--- src/inc/ssp_pkg.sv ---
/*
  Constants of the status and write-protect block of a serial EEPROM:
  opcodes, status bit positions, protected-region bounds and timing.
  Assumes a 10 MHz system clock and an SPI host running mode 0.
*/
package ssp_pkg;

  // ****************************************************************
  // Opcodes
  // ****************************************************************
  localparam logic [7:0] OP_SET_LATCH   = 8'h06;
  localparam logic [7:0] OP_CLEAR_LATCH = 8'h04;
  localparam logic [7:0] OP_READ_STATUS = 8'h05;
  localparam logic [7:0] OP_WRITE_STAT  = 8'h01;

  // ****************************************************************
  // Status byte layout
  // ****************************************************************
  localparam int          BIT_LOCK      = 7;
  localparam int          BIT_SEL_HI    = 3;
  localparam int          BIT_SEL_LO    = 2;
  localparam int          BIT_LATCH     = 1;
  localparam int          BIT_BUSY      = 0;
  localparam logic        LOCK_RESET    = 1'b0;
  localparam logic [1:0]  SEL_RESET     = 2'b00;

  // ****************************************************************
  // Array and protected regions
  // ****************************************************************
  localparam int          ADDR_W        = 11;
  localparam logic [10:0] ADDR_QUARTER  = 11'h600;
  localparam logic [10:0] ADDR_HALF     = 11'h400;
  localparam logic [10:0] ADDR_TOP      = 11'h7FF;
  localparam logic [1:0]  SEL_NONE      = 2'b00;
  localparam logic [1:0]  SEL_QUARTER   = 2'b01;
  localparam logic [1:0]  SEL_HALF      = 2'b10;
  localparam logic [1:0]  SEL_WHOLE     = 2'b11;

  // ****************************************************************
  // Timing
  // ****************************************************************
  localparam int          CLK_PERIOD_NS = 100;
  localparam int          WRITE_TIME_US = 5000;
  localparam logic [2:0]  LAST_BIT      = 3'h7;

  typedef enum logic [1:0] {
    SSP_WR_NONE,
    SSP_WR_STATUS,
    SSP_WR_ARRAY
  } ssp_wr_kind_t;

endpackage

--- src/inc/ssp_spi_if.sv ---
/*
  Carrier between the SPI front end and the status core: synchronised
  pin levels and one-cycle edge events. Assumes one system clock.
*/
`timescale 1ns/1ps
interface ssp_spi_if;
  logic sck_rise;
  logic sck_fall;
  logic cs_fall;
  logic cs_rise;
  logic mosi;
  logic wp_n;

  modport front (output sck_rise, sck_fall, cs_fall, cs_rise, mosi, wp_n);
  modport core  (input  sck_rise, sck_fall, cs_fall, cs_rise, mosi, wp_n);
endinterface

--- src/rtl/ssp_spi_front.sv ---
/*
  Two-flop synchronisers for the SPI pins and write-protect pin, with
  edge detection on the synchronised clock and chip select.
  Assumes pins are asynchronous to clk_sys_in and slow against it.
*/
`timescale 1ns/1ps
module ssp_spi_front (
  input  wire logic clk_sys_in,
  input  wire logic resetn_in,
  input  wire logic sck_in,
  input  wire logic csn_in,
  input  wire logic mosi_in,
  input  wire logic wp_n_in,
  ssp_spi_if.front  link
);
  import ssp_pkg::*;

  logic [3:0] meta_q;
  logic [3:0] sync_q;
  logic       sck_prev_q;
  logic       csn_prev_q;

  // ****************************************************************
  // Synchronisers; chip select starts high so a falling edge is needed
  // ****************************************************************
  always_ff @(posedge clk_sys_in or negedge resetn_in) begin
    if (!resetn_in) begin
      meta_q <= 4'b1110;
      sync_q <= 4'b1110;
    end else begin
      meta_q <= {wp_n_in, csn_in, mosi_in, sck_in};
      sync_q <= meta_q;
    end
  end

  always_ff @(posedge clk_sys_in or negedge resetn_in) begin
    if (!resetn_in) begin
      sck_prev_q <= 1'b0;
      csn_prev_q <= 1'b1;
    end else begin
      sck_prev_q <= sync_q[0];
      csn_prev_q <= sync_q[2];
    end
  end

  assign link.sck_rise = sync_q[0] & ~sck_prev_q & ~sync_q[2];
  assign link.sck_fall = ~sync_q[0] & sck_prev_q & ~sync_q[2];
  assign link.cs_fall  = ~sync_q[2] & csn_prev_q;
  assign link.cs_rise  = sync_q[2] & ~csn_prev_q;
  assign link.mosi     = sync_q[1];
  assign link.wp_n     = sync_q[3];
endmodule

--- src/rtl/ssp_write_timer.sv ---
/*
  Self-timed write cycle counter: a start pulse begins a cycle of
  CYCLES clocks; busy stands meanwhile and done marks its last cycle.
  Assumes start is never raised while busy.
*/
`timescale 1ns/1ps
module ssp_write_timer #(
  parameter int CYCLES = 50000
) (
  input  wire logic clk_sys_in,
  input  wire logic resetn_in,
  input  wire logic start_in,
  output logic      busy_out,
  output logic      done_out
);
  localparam int CNT_W = $clog2(CYCLES + 1);
  localparam logic [CNT_W-1:0] CNT_LAST = CNT_W'(CYCLES - 1);

  logic [CNT_W-1:0] cnt_q;

  // Done stands in the last busy cycle so that what it commits changes
  // on the same edge as busy falls
  assign done_out = busy_out && (cnt_q == CNT_LAST);

  always_ff @(posedge clk_sys_in or negedge resetn_in) begin
    if (!resetn_in) begin
      cnt_q    <= '0;
      busy_out <= 1'b0;
    end else if (start_in && !busy_out) begin
      busy_out <= 1'b1;
      cnt_q    <= '0;
    end else if (busy_out) begin
      if (cnt_q == CNT_LAST) begin
        busy_out <= 1'b0;
      end else begin
        cnt_q <= cnt_q + 1'b1;
      end
    end
  end
endmodule

--- src/rtl/ssp_status_protect.sv ---
/*
  Status register and write protection of a serial EEPROM: latch set
  and clear, status read and write over SPI, self-timed write cycle,
  block protection and hardware-protected mode. Memory array writes
  arrive as requests from array logic on the same clock.
  Assumes SPI mode 0 and a host that keeps SCK well below clk_sys_in/4.
*/
`timescale 1ns/1ps
module ssp_status_protect #(
  parameter int WRITE_CYCLES = ssp_pkg::WRITE_TIME_US * 1000 / ssp_pkg::CLK_PERIOD_NS
) (
  input  wire logic                      clk_sys_in,
  input  wire logic                      resetn_in,
  input  wire logic                      spi_sck_in,
  input  wire logic                      spi_csn_in,
  input  wire logic                      spi_mosi_in,
  output logic                           spi_miso_out,
  output logic                           spi_miso_oen_n_out,
  input  wire logic                      wp_n_in,
  input  wire logic                      mem_wr_req_in,
  input  wire logic [ssp_pkg::ADDR_W-1:0] mem_wr_addr_in,
  output logic                           mem_wr_accept_out,
  output logic                           mem_wr_reject_out,
  output logic                           write_latch_flag_out,
  output logic                           write_busy_flag_out,
  output logic [1:0]                     protect_sel_out,
  output logic                           hw_protected_mode_out
);
  import ssp_pkg::*;

  typedef enum logic [2:0] {
    ST_IDLE,
    ST_OPCODE,
    ST_WAIT,
    ST_STATUS_RD,
    ST_STATUS_DATA,
    ST_IGNORE
  } ssp_state_t;

  ssp_spi_if link ();

  ssp_state_t   state_q;
  logic [7:0]   shift_q;
  logic [2:0]   bit_cnt_q;
  logic [7:0]   opcode_q;
  logic         byte_done_q;
  logic [2:0]   rd_idx_q;
  logic [6:0]   rd_shift_q;

  // Status bits, pending values and write cycle kind
  logic         latch_q;
  logic         lock_q;
  logic [1:0]   sel_q;
  logic         pend_lock_q;
  logic [1:0]   pend_sel_q;
  ssp_wr_kind_t kind_q;
  logic         hpm_q;
  logic         busy;
  logic         done;
  logic         hw_protected_mode;
  logic         stat_start;
  logic         mem_ok;
  logic         latch_cmd;
  logic         timer_start;
  logic [7:0]   status;
  logic [7:0]   in_byte;

  // ****************************************************************
  // Helpers
  // ****************************************************************
  // Protected regions all end at the top of the array
  function automatic logic in_region(input logic [1:0] sel, input logic [ADDR_W-1:0] a);
    unique case (sel)
      SEL_NONE:    in_region = 1'b0;
      SEL_QUARTER: in_region = (a >= ADDR_QUARTER) && (a <= ADDR_TOP);
      SEL_HALF:    in_region = (a >= ADDR_HALF) && (a <= ADDR_TOP);
      SEL_WHOLE:   in_region = 1'b1;
    endcase
  endfunction

  function automatic logic [7:0] pack_status(input logic lk, input logic [1:0] sl,
                                             input logic la, input logic bz);
    logic [7:0] s;
    // Reserved bits b6 to b4 stay zero
    s = '0;
    s[BIT_LOCK]   = lk;
    s[BIT_SEL_HI] = sl[1];
    s[BIT_SEL_LO] = sl[0];
    s[BIT_LATCH]  = la;
    s[BIT_BUSY]   = bz;
    pack_status = s;
  endfunction

  // ****************************************************************
  // Front end and write timer
  // ****************************************************************
  // Pins pass two flops here; edge events last one cycle
  ssp_spi_front u_front (
    .clk_sys_in (clk_sys_in),
    .resetn_in  (resetn_in),
    .sck_in     (spi_sck_in),
    .csn_in     (spi_csn_in),
    .mosi_in    (spi_mosi_in),
    .wp_n_in    (wp_n_in),
    .link       (link.front)
  );

  // Done stands in the last busy cycle, so commits meet the fall of busy
  ssp_write_timer #(
    .CYCLES (WRITE_CYCLES)
  ) u_timer (
    .clk_sys_in (clk_sys_in),
    .resetn_in  (resetn_in),
    .start_in   (timer_start),
    .busy_out   (busy),
    .done_out   (done)
  );

  // ****************************************************************
  // Decisions
  // ****************************************************************
  assign hw_protected_mode     = lock_q & ~link.wp_n;
  assign status  = pack_status(lock_q, sel_q, latch_q, busy);
  assign in_byte = {shift_q[6:0], link.mosi};

  // Status write starts only on a clean byte boundary with the latch set
  assign stat_start = link.cs_rise && (state_q == ST_STATUS_DATA) && byte_done_q
                      && latch_q && !busy
                      && !hw_protected_mode;
  // Array writes need the latch, an idle timer and an open region
  assign mem_ok      = mem_wr_req_in && latch_q && !busy
                       && !in_region(sel_q, mem_wr_addr_in);
  assign timer_start = stat_start | (mem_ok & ~stat_start);

  // Set or clear command complete: whole opcode byte, no extra clocks
  assign latch_cmd   = link.cs_rise && (state_q == ST_WAIT) && byte_done_q && !busy;

  // ****************************************************************
  // Command sequencer
  // ****************************************************************
  // Deselect wins over any clock edge; other blocks act on the state
  // that the frame left, read in the same cycle as the deselect
  always_ff @(posedge clk_sys_in or negedge resetn_in) begin
    if (!resetn_in) begin
      state_q     <= ST_IDLE;
      shift_q     <= '0;
      bit_cnt_q   <= '0;
      opcode_q    <= '0;
      byte_done_q <= 1'b0;
    end else if (link.cs_rise) begin
      state_q     <= ST_IDLE;
      byte_done_q <= 1'b0;
    end else if (link.cs_fall) begin
      state_q     <= ST_OPCODE;
      bit_cnt_q   <= '0;
      byte_done_q <= 1'b0;
    end else if (link.sck_rise) begin
      unique case (state_q)
        ST_OPCODE: begin
          shift_q   <= in_byte;
          bit_cnt_q <= bit_cnt_q + 1'b1;
          if (bit_cnt_q == LAST_BIT) begin
            opcode_q    <= in_byte;
            byte_done_q <= 1'b1;
            // Unknown opcodes, array reads and writes included, are ignored
            unique case (in_byte)
              OP_SET_LATCH, OP_CLEAR_LATCH: state_q <= ST_WAIT;
              OP_READ_STATUS:               state_q <= ST_STATUS_RD;
              OP_WRITE_STAT: begin
                state_q     <= ST_STATUS_DATA;
                byte_done_q <= 1'b0;
              end
              default:                      state_q <= ST_IGNORE;
            endcase
          end
        end
        ST_STATUS_DATA: begin
          shift_q   <= in_byte;
          bit_cnt_q <= bit_cnt_q + 1'b1;
          // A clock after the eighth data bit spoils the byte boundary
          if (byte_done_q) begin
            state_q     <= ST_IGNORE;
            byte_done_q <= 1'b0;
          end else if (bit_cnt_q == LAST_BIT) begin
            byte_done_q <= 1'b1;
          end
        end
        ST_WAIT: begin
          state_q     <= ST_IGNORE;
          byte_done_q <= 1'b0;
        end
        ST_IDLE, ST_STATUS_RD, ST_IGNORE: begin
        end
      endcase
    end
  end

  // ****************************************************************
  // Status shift-out, repeated per byte while selected
  // ****************************************************************
  always_ff @(posedge clk_sys_in or negedge resetn_in) begin
    if (!resetn_in) begin
      rd_idx_q           <= '0;
      rd_shift_q         <= '0;
      spi_miso_out       <= 1'b0;
      spi_miso_oen_n_out <= 1'b1;
    end else if (link.cs_rise || link.cs_fall) begin
      rd_idx_q           <= '0;
      spi_miso_oen_n_out <= 1'b1;
    // Each byte start re-samples the status, so polling sees fresh bits
    end else if (link.sck_fall && state_q == ST_STATUS_RD) begin
      spi_miso_oen_n_out <= 1'b0;
      rd_idx_q           <= rd_idx_q + 1'b1;
      if (rd_idx_q == '0) begin
        spi_miso_out <= status[7];
        rd_shift_q   <= status[6:0];
      end else begin
        spi_miso_out <= rd_shift_q[6];
        rd_shift_q   <= {rd_shift_q[5:0], 1'b0};
      end
    end
  end

  // ****************************************************************
  // Write-enable latch
  // ****************************************************************
  // Set and clear wait for deselect and are refused while a write cycle
  // runs, so they never meet done in the same cycle
  always_ff @(posedge clk_sys_in or negedge resetn_in) begin
    if (!resetn_in) begin
      latch_q <= 1'b0;
    end else if (done) begin
      latch_q <= 1'b0;
    end else if (latch_cmd) begin
      if (opcode_q == OP_SET_LATCH) begin
        latch_q <= 1'b1;
      end else begin
        latch_q <= 1'b0;
      end
    end
  end

  // ****************************************************************
  // Pending protect values and kind of the running write cycle
  // ****************************************************************
  always_ff @(posedge clk_sys_in or negedge resetn_in) begin
    if (!resetn_in) begin
      pend_lock_q <= LOCK_RESET;
      pend_sel_q  <= SEL_RESET;
      kind_q      <= SSP_WR_NONE;
    end else if (stat_start) begin
      pend_lock_q <= shift_q[BIT_LOCK];
      pend_sel_q  <= {shift_q[BIT_SEL_HI], shift_q[BIT_SEL_LO]};
      kind_q      <= SSP_WR_STATUS;
    end else if (mem_ok) begin
      kind_q <= SSP_WR_ARRAY;
    end else if (done) begin
      kind_q <= SSP_WR_NONE;
    end
  end

  // ****************************************************************
  // Non-volatile protect bits, committed only as a status cycle ends
  // ****************************************************************
  // Old values stay visible to reads and to array writes until then
  always_ff @(posedge clk_sys_in or negedge resetn_in) begin
    if (!resetn_in) begin
      lock_q <= LOCK_RESET;
      sel_q  <= SEL_RESET;
    end else if (done && kind_q == SSP_WR_STATUS) begin
      lock_q <= pend_lock_q;
      sel_q  <= pend_sel_q;
    end
  end

  // ****************************************************************
  // Array write answer, one cycle after the request
  // ****************************************************************
  // A status write starting in the same cycle takes the timer first
  always_ff @(posedge clk_sys_in or negedge resetn_in) begin
    if (!resetn_in) begin
      mem_wr_accept_out <= 1'b0;
      mem_wr_reject_out <= 1'b0;
    end else begin
      mem_wr_accept_out <= mem_ok & ~stat_start;
      mem_wr_reject_out <= mem_wr_req_in & ~(mem_ok & ~stat_start);
    end
  end

  // ****************************************************************
  // Protected mode flag
  // ****************************************************************
  always_ff @(posedge clk_sys_in or negedge resetn_in) begin
    if (!resetn_in) begin
      hpm_q <= 1'b0;
    end else begin
      hpm_q <= hw_protected_mode;
    end
  end

  assign write_latch_flag_out  = latch_q;
  assign write_busy_flag_out   = busy;
  assign protect_sel_out       = sel_q;
  assign hw_protected_mode_out = hpm_q;
endmodule

--- config.mk ---
export PLATFORM = sky130hd
export DESIGN_NAME = ssp_status_protect
export DESIGN_NICKNAME = d
export VERILOG_FILES = /design/src/inc/ssp_pkg.sv /design/src/inc/ssp_spi_if.sv /design/src/rtl/ssp_spi_front.sv /design/src/rtl/ssp_write_timer.sv /design/src/rtl/ssp_status_protect.sv
export SDC_FILE = /design/constraint.sdc
export NUM_CORES = 1
export LEC_CHECK = 0
export BUFFER_PORTS_ARGS = -buffer_cell sky130_fd_sc_hd__buf_4
export CAP_MARGIN = 20
export CORE_MARGIN = 3
export CORE_UTILIZATION = 56
export CTS_BUF_LIST = sky130_fd_sc_hd__clkbuf_8
export CTS_CLUSTER_DIAMETER = 30
export DETAILED_ROUTE_END_ITERATION = 10
export PLACE_DENSITY = 0.78
export SLEW_MARGIN = 20
export SYNTH_ARGS = -nofsm -noshare
export SYNTH_HDL_FRONTEND = slang
export SYNTH_SLANG_ARGS = --single-unit
--- constraint.sdc ---
create_clock -name clk_sys_in -period 2.1 [get_ports clk_sys_in]
set_input_delay 0.315 -clock clk_sys_in [delete_from_list [all_inputs] [get_ports clk_sys_in]]
set_output_delay 0.315 -clock clk_sys_in [all_outputs]
set_load 0.02 [all_outputs]
-- Word-level counts from Yosys, hierarchy flattened
Cells that the tools add are included.
- output and inout port bits: 9
- logic and storage cells: 145
- register bits after elaboration: 74
- bits of input ports: 18
- mux-type cells: 37
- reductions and logical operators: 40
- $lt $le $gt $ge: 3
- $add $sub $neg: 3
- bitwise logic cells: 20
- equal/unequal tests: 18
- operator list (cell ; count):
    $mux 16 ; 3
    $eq 8x3->1 const B ; 4
    $mux 3 ; 10
    $ge 11x11->1 const B ; 2
    $pmux 3 s3 ; 2
    $logic_and 1x1->1 ; 17
    $add 16x1->16 const B ; 1
    $eq 16x16->1 const B ; 1
    $mux 1 ; 16
    $le 11x11->1 const B ; 1
    $not 1->1 ; 10
    $reduce_bool 2->1 ; 5
    $and 1x1->1 ; 9
    $eq 8x1->1 const B ; 1
    $ne 4x4->1 const B ; 2
    $reduce_and 4->1 ; 2
    $mux 7 ; 1
    $add 3x1->3 const B ; 2
    $eq 3x2->1 const B ; 2
    $eq 3x3->1 const B ; 2
    $mux 2 ; 3
    $reduce_and 3->1 ; 2
    $reduce_bool 3->1 ; 2
    $reduce_and 5->1 ; 1
    14 further kinds ; 20

-- Longest topological paths before layout
- word-level depth: 13
- depth in mapped cells: 9
- mapped depth without buffers: 7

-- Modules after synthesis
Synthesis repeated with hierarchy kept, for this count alone.
- cells, all modules: 296
- area, all modules: 3409.5 um2
- modules (own cells, without submodules) (module ; times used ; area an instance (um2) ; seq. area each (um2) ; cells an instance):
    ssp_status_protect ; 1 ; 2218.4 ; 1177.4 ; 191
    ssp_write_timer ; 1 ; 904.6 ; 425.4 ; 91
    ssp_spi_front ; 1 ; 286.5 ; 259.0 ; 14

-- Worst setup path before layout
No wires, ideal clock.
- kind: register to register
- from: register u_front.csn_prev_q
- to: register opcode_q[0]
- path buffers: 0
- period minus slack after synthesis: 2.121 ns
- arrival: 1.996 ns
- data required time: 1.975 ns
- library setup time: 0.125 ns
- cell stages (with the launch flop): 6
- setup slack: -0.021 ns
- path through: dfstp_2 > inv_1 > ha_1 > inv_1 > nor4b_2 > mux2_2
- word-level cells in the longest chain between the ends: 4
- elaborated cells between the ends (all ways): 6
- those cells by class: bitwise: 5; reduce/logical: 1
- RTL lines (item ; line ; text):
    from (decl) ; ssp_spi_front.sv:21 ; logic csn_prev_q;
    from (signal assigned) ; ssp_spi_front.sv:42 ; csn_prev_q <= sync_q[2];
    $not 1->1 ; ssp_spi_front.sv:49 ; assign link.cs_rise = sync_q[2] & ~csn_prev_q;
    $and 1x1->1 ; ssp_spi_front.sv:49 ;
    $not 1->1 (no line) ; n/a ;
    $reduce_and 5->1 (no line) (*) ; n/a ;
    to (signal assigned) ; ssp_status_protect.sv:163 ; opcode_q <= in_byte;
    to (decl) ; ssp_status_protect.sv:45 ; logic [7:0] opcode_q;
Every way passes the cells marked *; elsewhere a longest branch is shown, timed or not.
A chain may end at the register's enable or synchronous reset.

-- Final worst setup path
- from: register u_timer.cnt_q[12]
- to: register lock_q
- word-level cells in the longest chain between the ends: 3
- RTL lines (item ; line ; text):
    from (decl) ; ssp_write_timer.sv:19 ; logic [CNT_W-1:0] cnt_q;
    from (signal assigned) ; ssp_write_timer.sv:36 ; cnt_q <= cnt_q + 1'b1;
    $eq 16x16->1 ; ssp_write_timer.sv:23 ; assign done_out = busy_out && (cnt_q == CNT_LAST);
    $logic_and 1x1->1 ; ssp_write_timer.sv:23 ;
    $logic_and 1x1->1 ; ssp_status_protect.sv:270 ; end else if (done && kind_q == SSP_WR_STATUS) begin
    to (signal assigned) ; ssp_status_protect.sv:271 ; lock_q <= pend_lock_q;
    to (decl) ; ssp_status_protect.sv:52 ; logic lock_q;
No other way between the ends.

==> flow_metrics.tcl <==
set metrics [dict create \
    status "finished, final reports clean" \
    start_util 0.600 \
    p_sw_w 0.000863 \
    r2r-start "u_timer.cnt_q[12]" \
    layout_commonest_cell "dfrtp_1" \
    fin_crit_sh 0.959 \
    synth.distinct_cells 52 \
    syn_to_final_growth_pct 15.6 \
    layout-drive-gt1-share 0.273 \
    cts_tree "yes" \
    crit_arrival_ns 2.23 \
    yosys.area.top_type "dfrtp_1" \
    synth.area.mux_share 0.0993 \
    die_area_sq_um 7090 \
    hp-start "wp_n_in" \
    synth_area_sq_um 3430 \
    clk_path_buf_depth 2 \
    synth-seq-cells 74 \
    period_minus_slack_ns 2.01 \
    synth-simple-area-share 0.192 \
    synth_area_leaders "dfrtp_1 (48%), mux2_2 (6.6%), dfstp_2 (6.1%)" \
    vias 2304 \
    synth_top_family_by_area "simple AND/OR/NAND/NOR gates" \
    dpl.hpwl_um 4340 \
    grt_pass1_vias 2253 \
    drc 0 \
    grt_overflow 0 \
    ys_warn_count 0 \
    worst_slew_pin_slew_ns 0.619 \
    async_flop_share 1.00 \
    clk_pin_slew_ns 0.08 \
    synth_edf_count 0 \
    startpoint_type "flip-flop" \
    p_int_w 0.00236 \
    rr_worst_depth 5 \
    ys_seq_area_frac 0.543 \
    power_density_nw_per_um2 813 \
    wire_per_inst_um 15.0 \
    fin_nets 364 \
    final_cell_mix "dfrtp_1 (66), nand2_1 (32), buf_4 (29), nor2_1 (22), mux2_2 (20)" \
    grt_max_degree 39 \
    max-vdd-ir-drop_mv 0.721 \
    num_antenna_cells 0 \
    rrSetupSlack_ns 0.09 \
    numCtsBuffers 9 \
    grt_pass1_wl_um 10900 \
    die_w_um 84.2 \
    criticalPathCategory "flip-flop to flip-flop" \
    slew_violations 0 \
    timing.fmax_ghz 0.497 \
    synthXorXnorAreaFrac 0.0332 \
    die_y_um 84.2 \
    firstDrtPassIters 5 \
    hold_end "u_front.meta_q[3]" \
    syn_area_per_cell_sq_um 11.3 \
    syn_inst 303 \
    synth-compound-area-share 0.0664 \
    routed_wirelength_um 6210 \
    setup_viol 0 \
    clk-insertion-delay-late_ns 0.34 \
    root_buffer "clkbuf_8" \
    fin_skew_ns 0.0111 \
    end_kind "flip-flop" \
    synth_top_area_share 0.482 \
    cts.sinks 74 \
    ant_nets 0 \
    hp-class "primary input to flip-flop" \
    power_frac_clock 0.345 \
    via_per_inst 5.58 \
    rows 27 \
    relSlewSlack 0.584 \
    min_path_cells 1 \
    r2r_end "lock_q" \
    core_sq_um 5710 \
    final_cell_count_no_fill 413 \
    final_cell_area_sq_um 3960 \
    io_pins 27 \
    hold_violations 0 \
    grt.total_usage 0.191 \
    critPathRequiredTime_ns 2.32 \
    antenna_found_initial 0 \
    maxCapViolations 0 \
    synth_nets 331 \
    p_total_w 0.00322 \
    synth_adder_area_share 0.0365 \
    fin_util 0.694 \
    p_leak_nw 1.86 \
    path_max_fanout 3 \
    initialDrtViolationCount 156 \
    synth-main-ff-cell "dfrtp_1" \
    htreeDepth 3 \
    switching_share 0.268 \
    place_inst 393 \
    p_comb_frac 0.134 \
    place_area_sq_um 3700 \
    portBuffers 17 \
    gp_congestion 0.790 \
    pwr-share-seq 0.521 \
]
==> power by group through the flow <==
| stage | Clock [W] | Sequential [W] | Combinational (W) |
|---|---|---|---|
| 2_1_floorplan | 0 | 0.00161 | 0.000362 |
| 3_3_place_gp | 0 | 0.00169 | 0.000385 |
| 3_5_place_dp | 0 | 0.00170 | 0.000404 |
| 4_1_cts | 0.00114 | 0.00167 | 0.000408 |
| 5_1_grt | 0.00122 | 0.00169 | 0.000490 |
| 6_report | 0.00111 | 0.00168 | 0.000432 |
==> worst max path at each step <==
| stage | start | endpoint | depth (start not counted) |
|---|---|---|---|
| floorplan | u_front.sync_q[2] | u_timer.cnt_q[12] | 8 |
| CTS | u_timer.cnt_q[13] | protect_sel_out[0] | 5 |
| global placement | u_timer.cnt_q[13] | protect_sel_out[0] | 5 |
| global route | bit_cnt_q[1] | state_q[0] | 7 |
| detailed placement | u_timer.cnt_q[13] | protect_sel_out[0] | 5 |
| finish | u_timer.cnt_q[12] | lock_q | 5 |
==> state kept, by name, indices dropped and copies added, names as in the netlist, 2 cells and up <==
| register | cells |
|---|---|
| pend_sel_q | 2 |
| rd_idx_q | 3 |
| protect_sel_out | 2 |
| shift_q | 8 |
| u_front.sync_q | 4 |
| opcode_q | 8 |
| u_front.meta_q | 4 |
| bit_cnt_q | 3 |
| rd_shift_q | 7 |
| kind_q | 2 |
| u_timer.cnt_q | 16 |
| state_q | 3 |
==> cell usage after synthesis (4+ instances only) <==
cell type / n
nand3_1: 8
dfrtp_1: 66
xnor2_1: 4
mux2_2: 20
buf_2: 4
inv_1: 13
ha_1: 10
nor2_1: 22
xor2_1: 9
nand2_1: 32
o21ai_0: 16
nand4_1: 5
nand2b_1: 5
mux2i_1: 7
nor3_1: 9
dfstp_2: 8
a21oi_1: 10
nor2b_1: 6
==> critical path: stages, from the launching register on <==
cell and delay, ns:
dfrtp_1 0.39, or4_4 0.57, nor3_4 0.19, nand4_4 0.14, nor3b_4 0.29, mux2_4 0.32
==> area by class of cell <==
type | instances | area [sq um]
clock inverter | 5 | 53.8
tap | 72 | 90.1
fill | 411 | 1750
multi-input combinational | 206 | 1500
timing repair buffer | 32 | 259
sequential | 74 | 1860
clock buffer | 11 | 151
inverter | 13 | 48.8
==> what timing repair did <==
action                     4_1_cts  5_1_grt
hold buffers                     1        0
hold endpoints to repair        28        0
setup buffers                    0        3
setup endpoints to repair        0       29
gates resized for setup          0        7
==> per-stage QoR <==
stage	setup TNS (ns)	worst slack (ns)	hold WS (ns)
2_1_floorplan	0	0.0185	0.0194
3_3_place_gp	0	0.0569	0.298
3_5_place_dp	0	0.0177	0.306
4_1_cts	0	0.00165	0.0603
5_1_grt	-0.0184	-0.0134	0.0525
6_report	0	0.0862	0.0770
==> routing by layer <==
| layer | global-route usage | vias to the layer above | part of all wire | wire (um) |
|---|---|---|---|---|
| met5 | 0 | - | 0 | 0 |
| li1 | - | 1120 | - | - |
| met4 | 0.0673 | 0 | 0.014 | 85 |
| met2 | 0.279 | 56 | 0.46 | 2860 |
| met1 | 0.278 | 1120 | 0.48 | 2980 |
| met3 | 0.0481 | 8 | 0.044 | 274 |
==> cells by family (layout without fill, tap and decap cells) <==
group	after synthesis	in the layout
AOI/OAI and AO/OA	39	39
buffers and inverters	23	61
adders and majority gates	10	10
and+or+nand+nor	114	114
xor gates and xnor gates	13	13
muxes	30	30
DFF	74	74
Note: power is estimated with default switching activity, not from simulation.
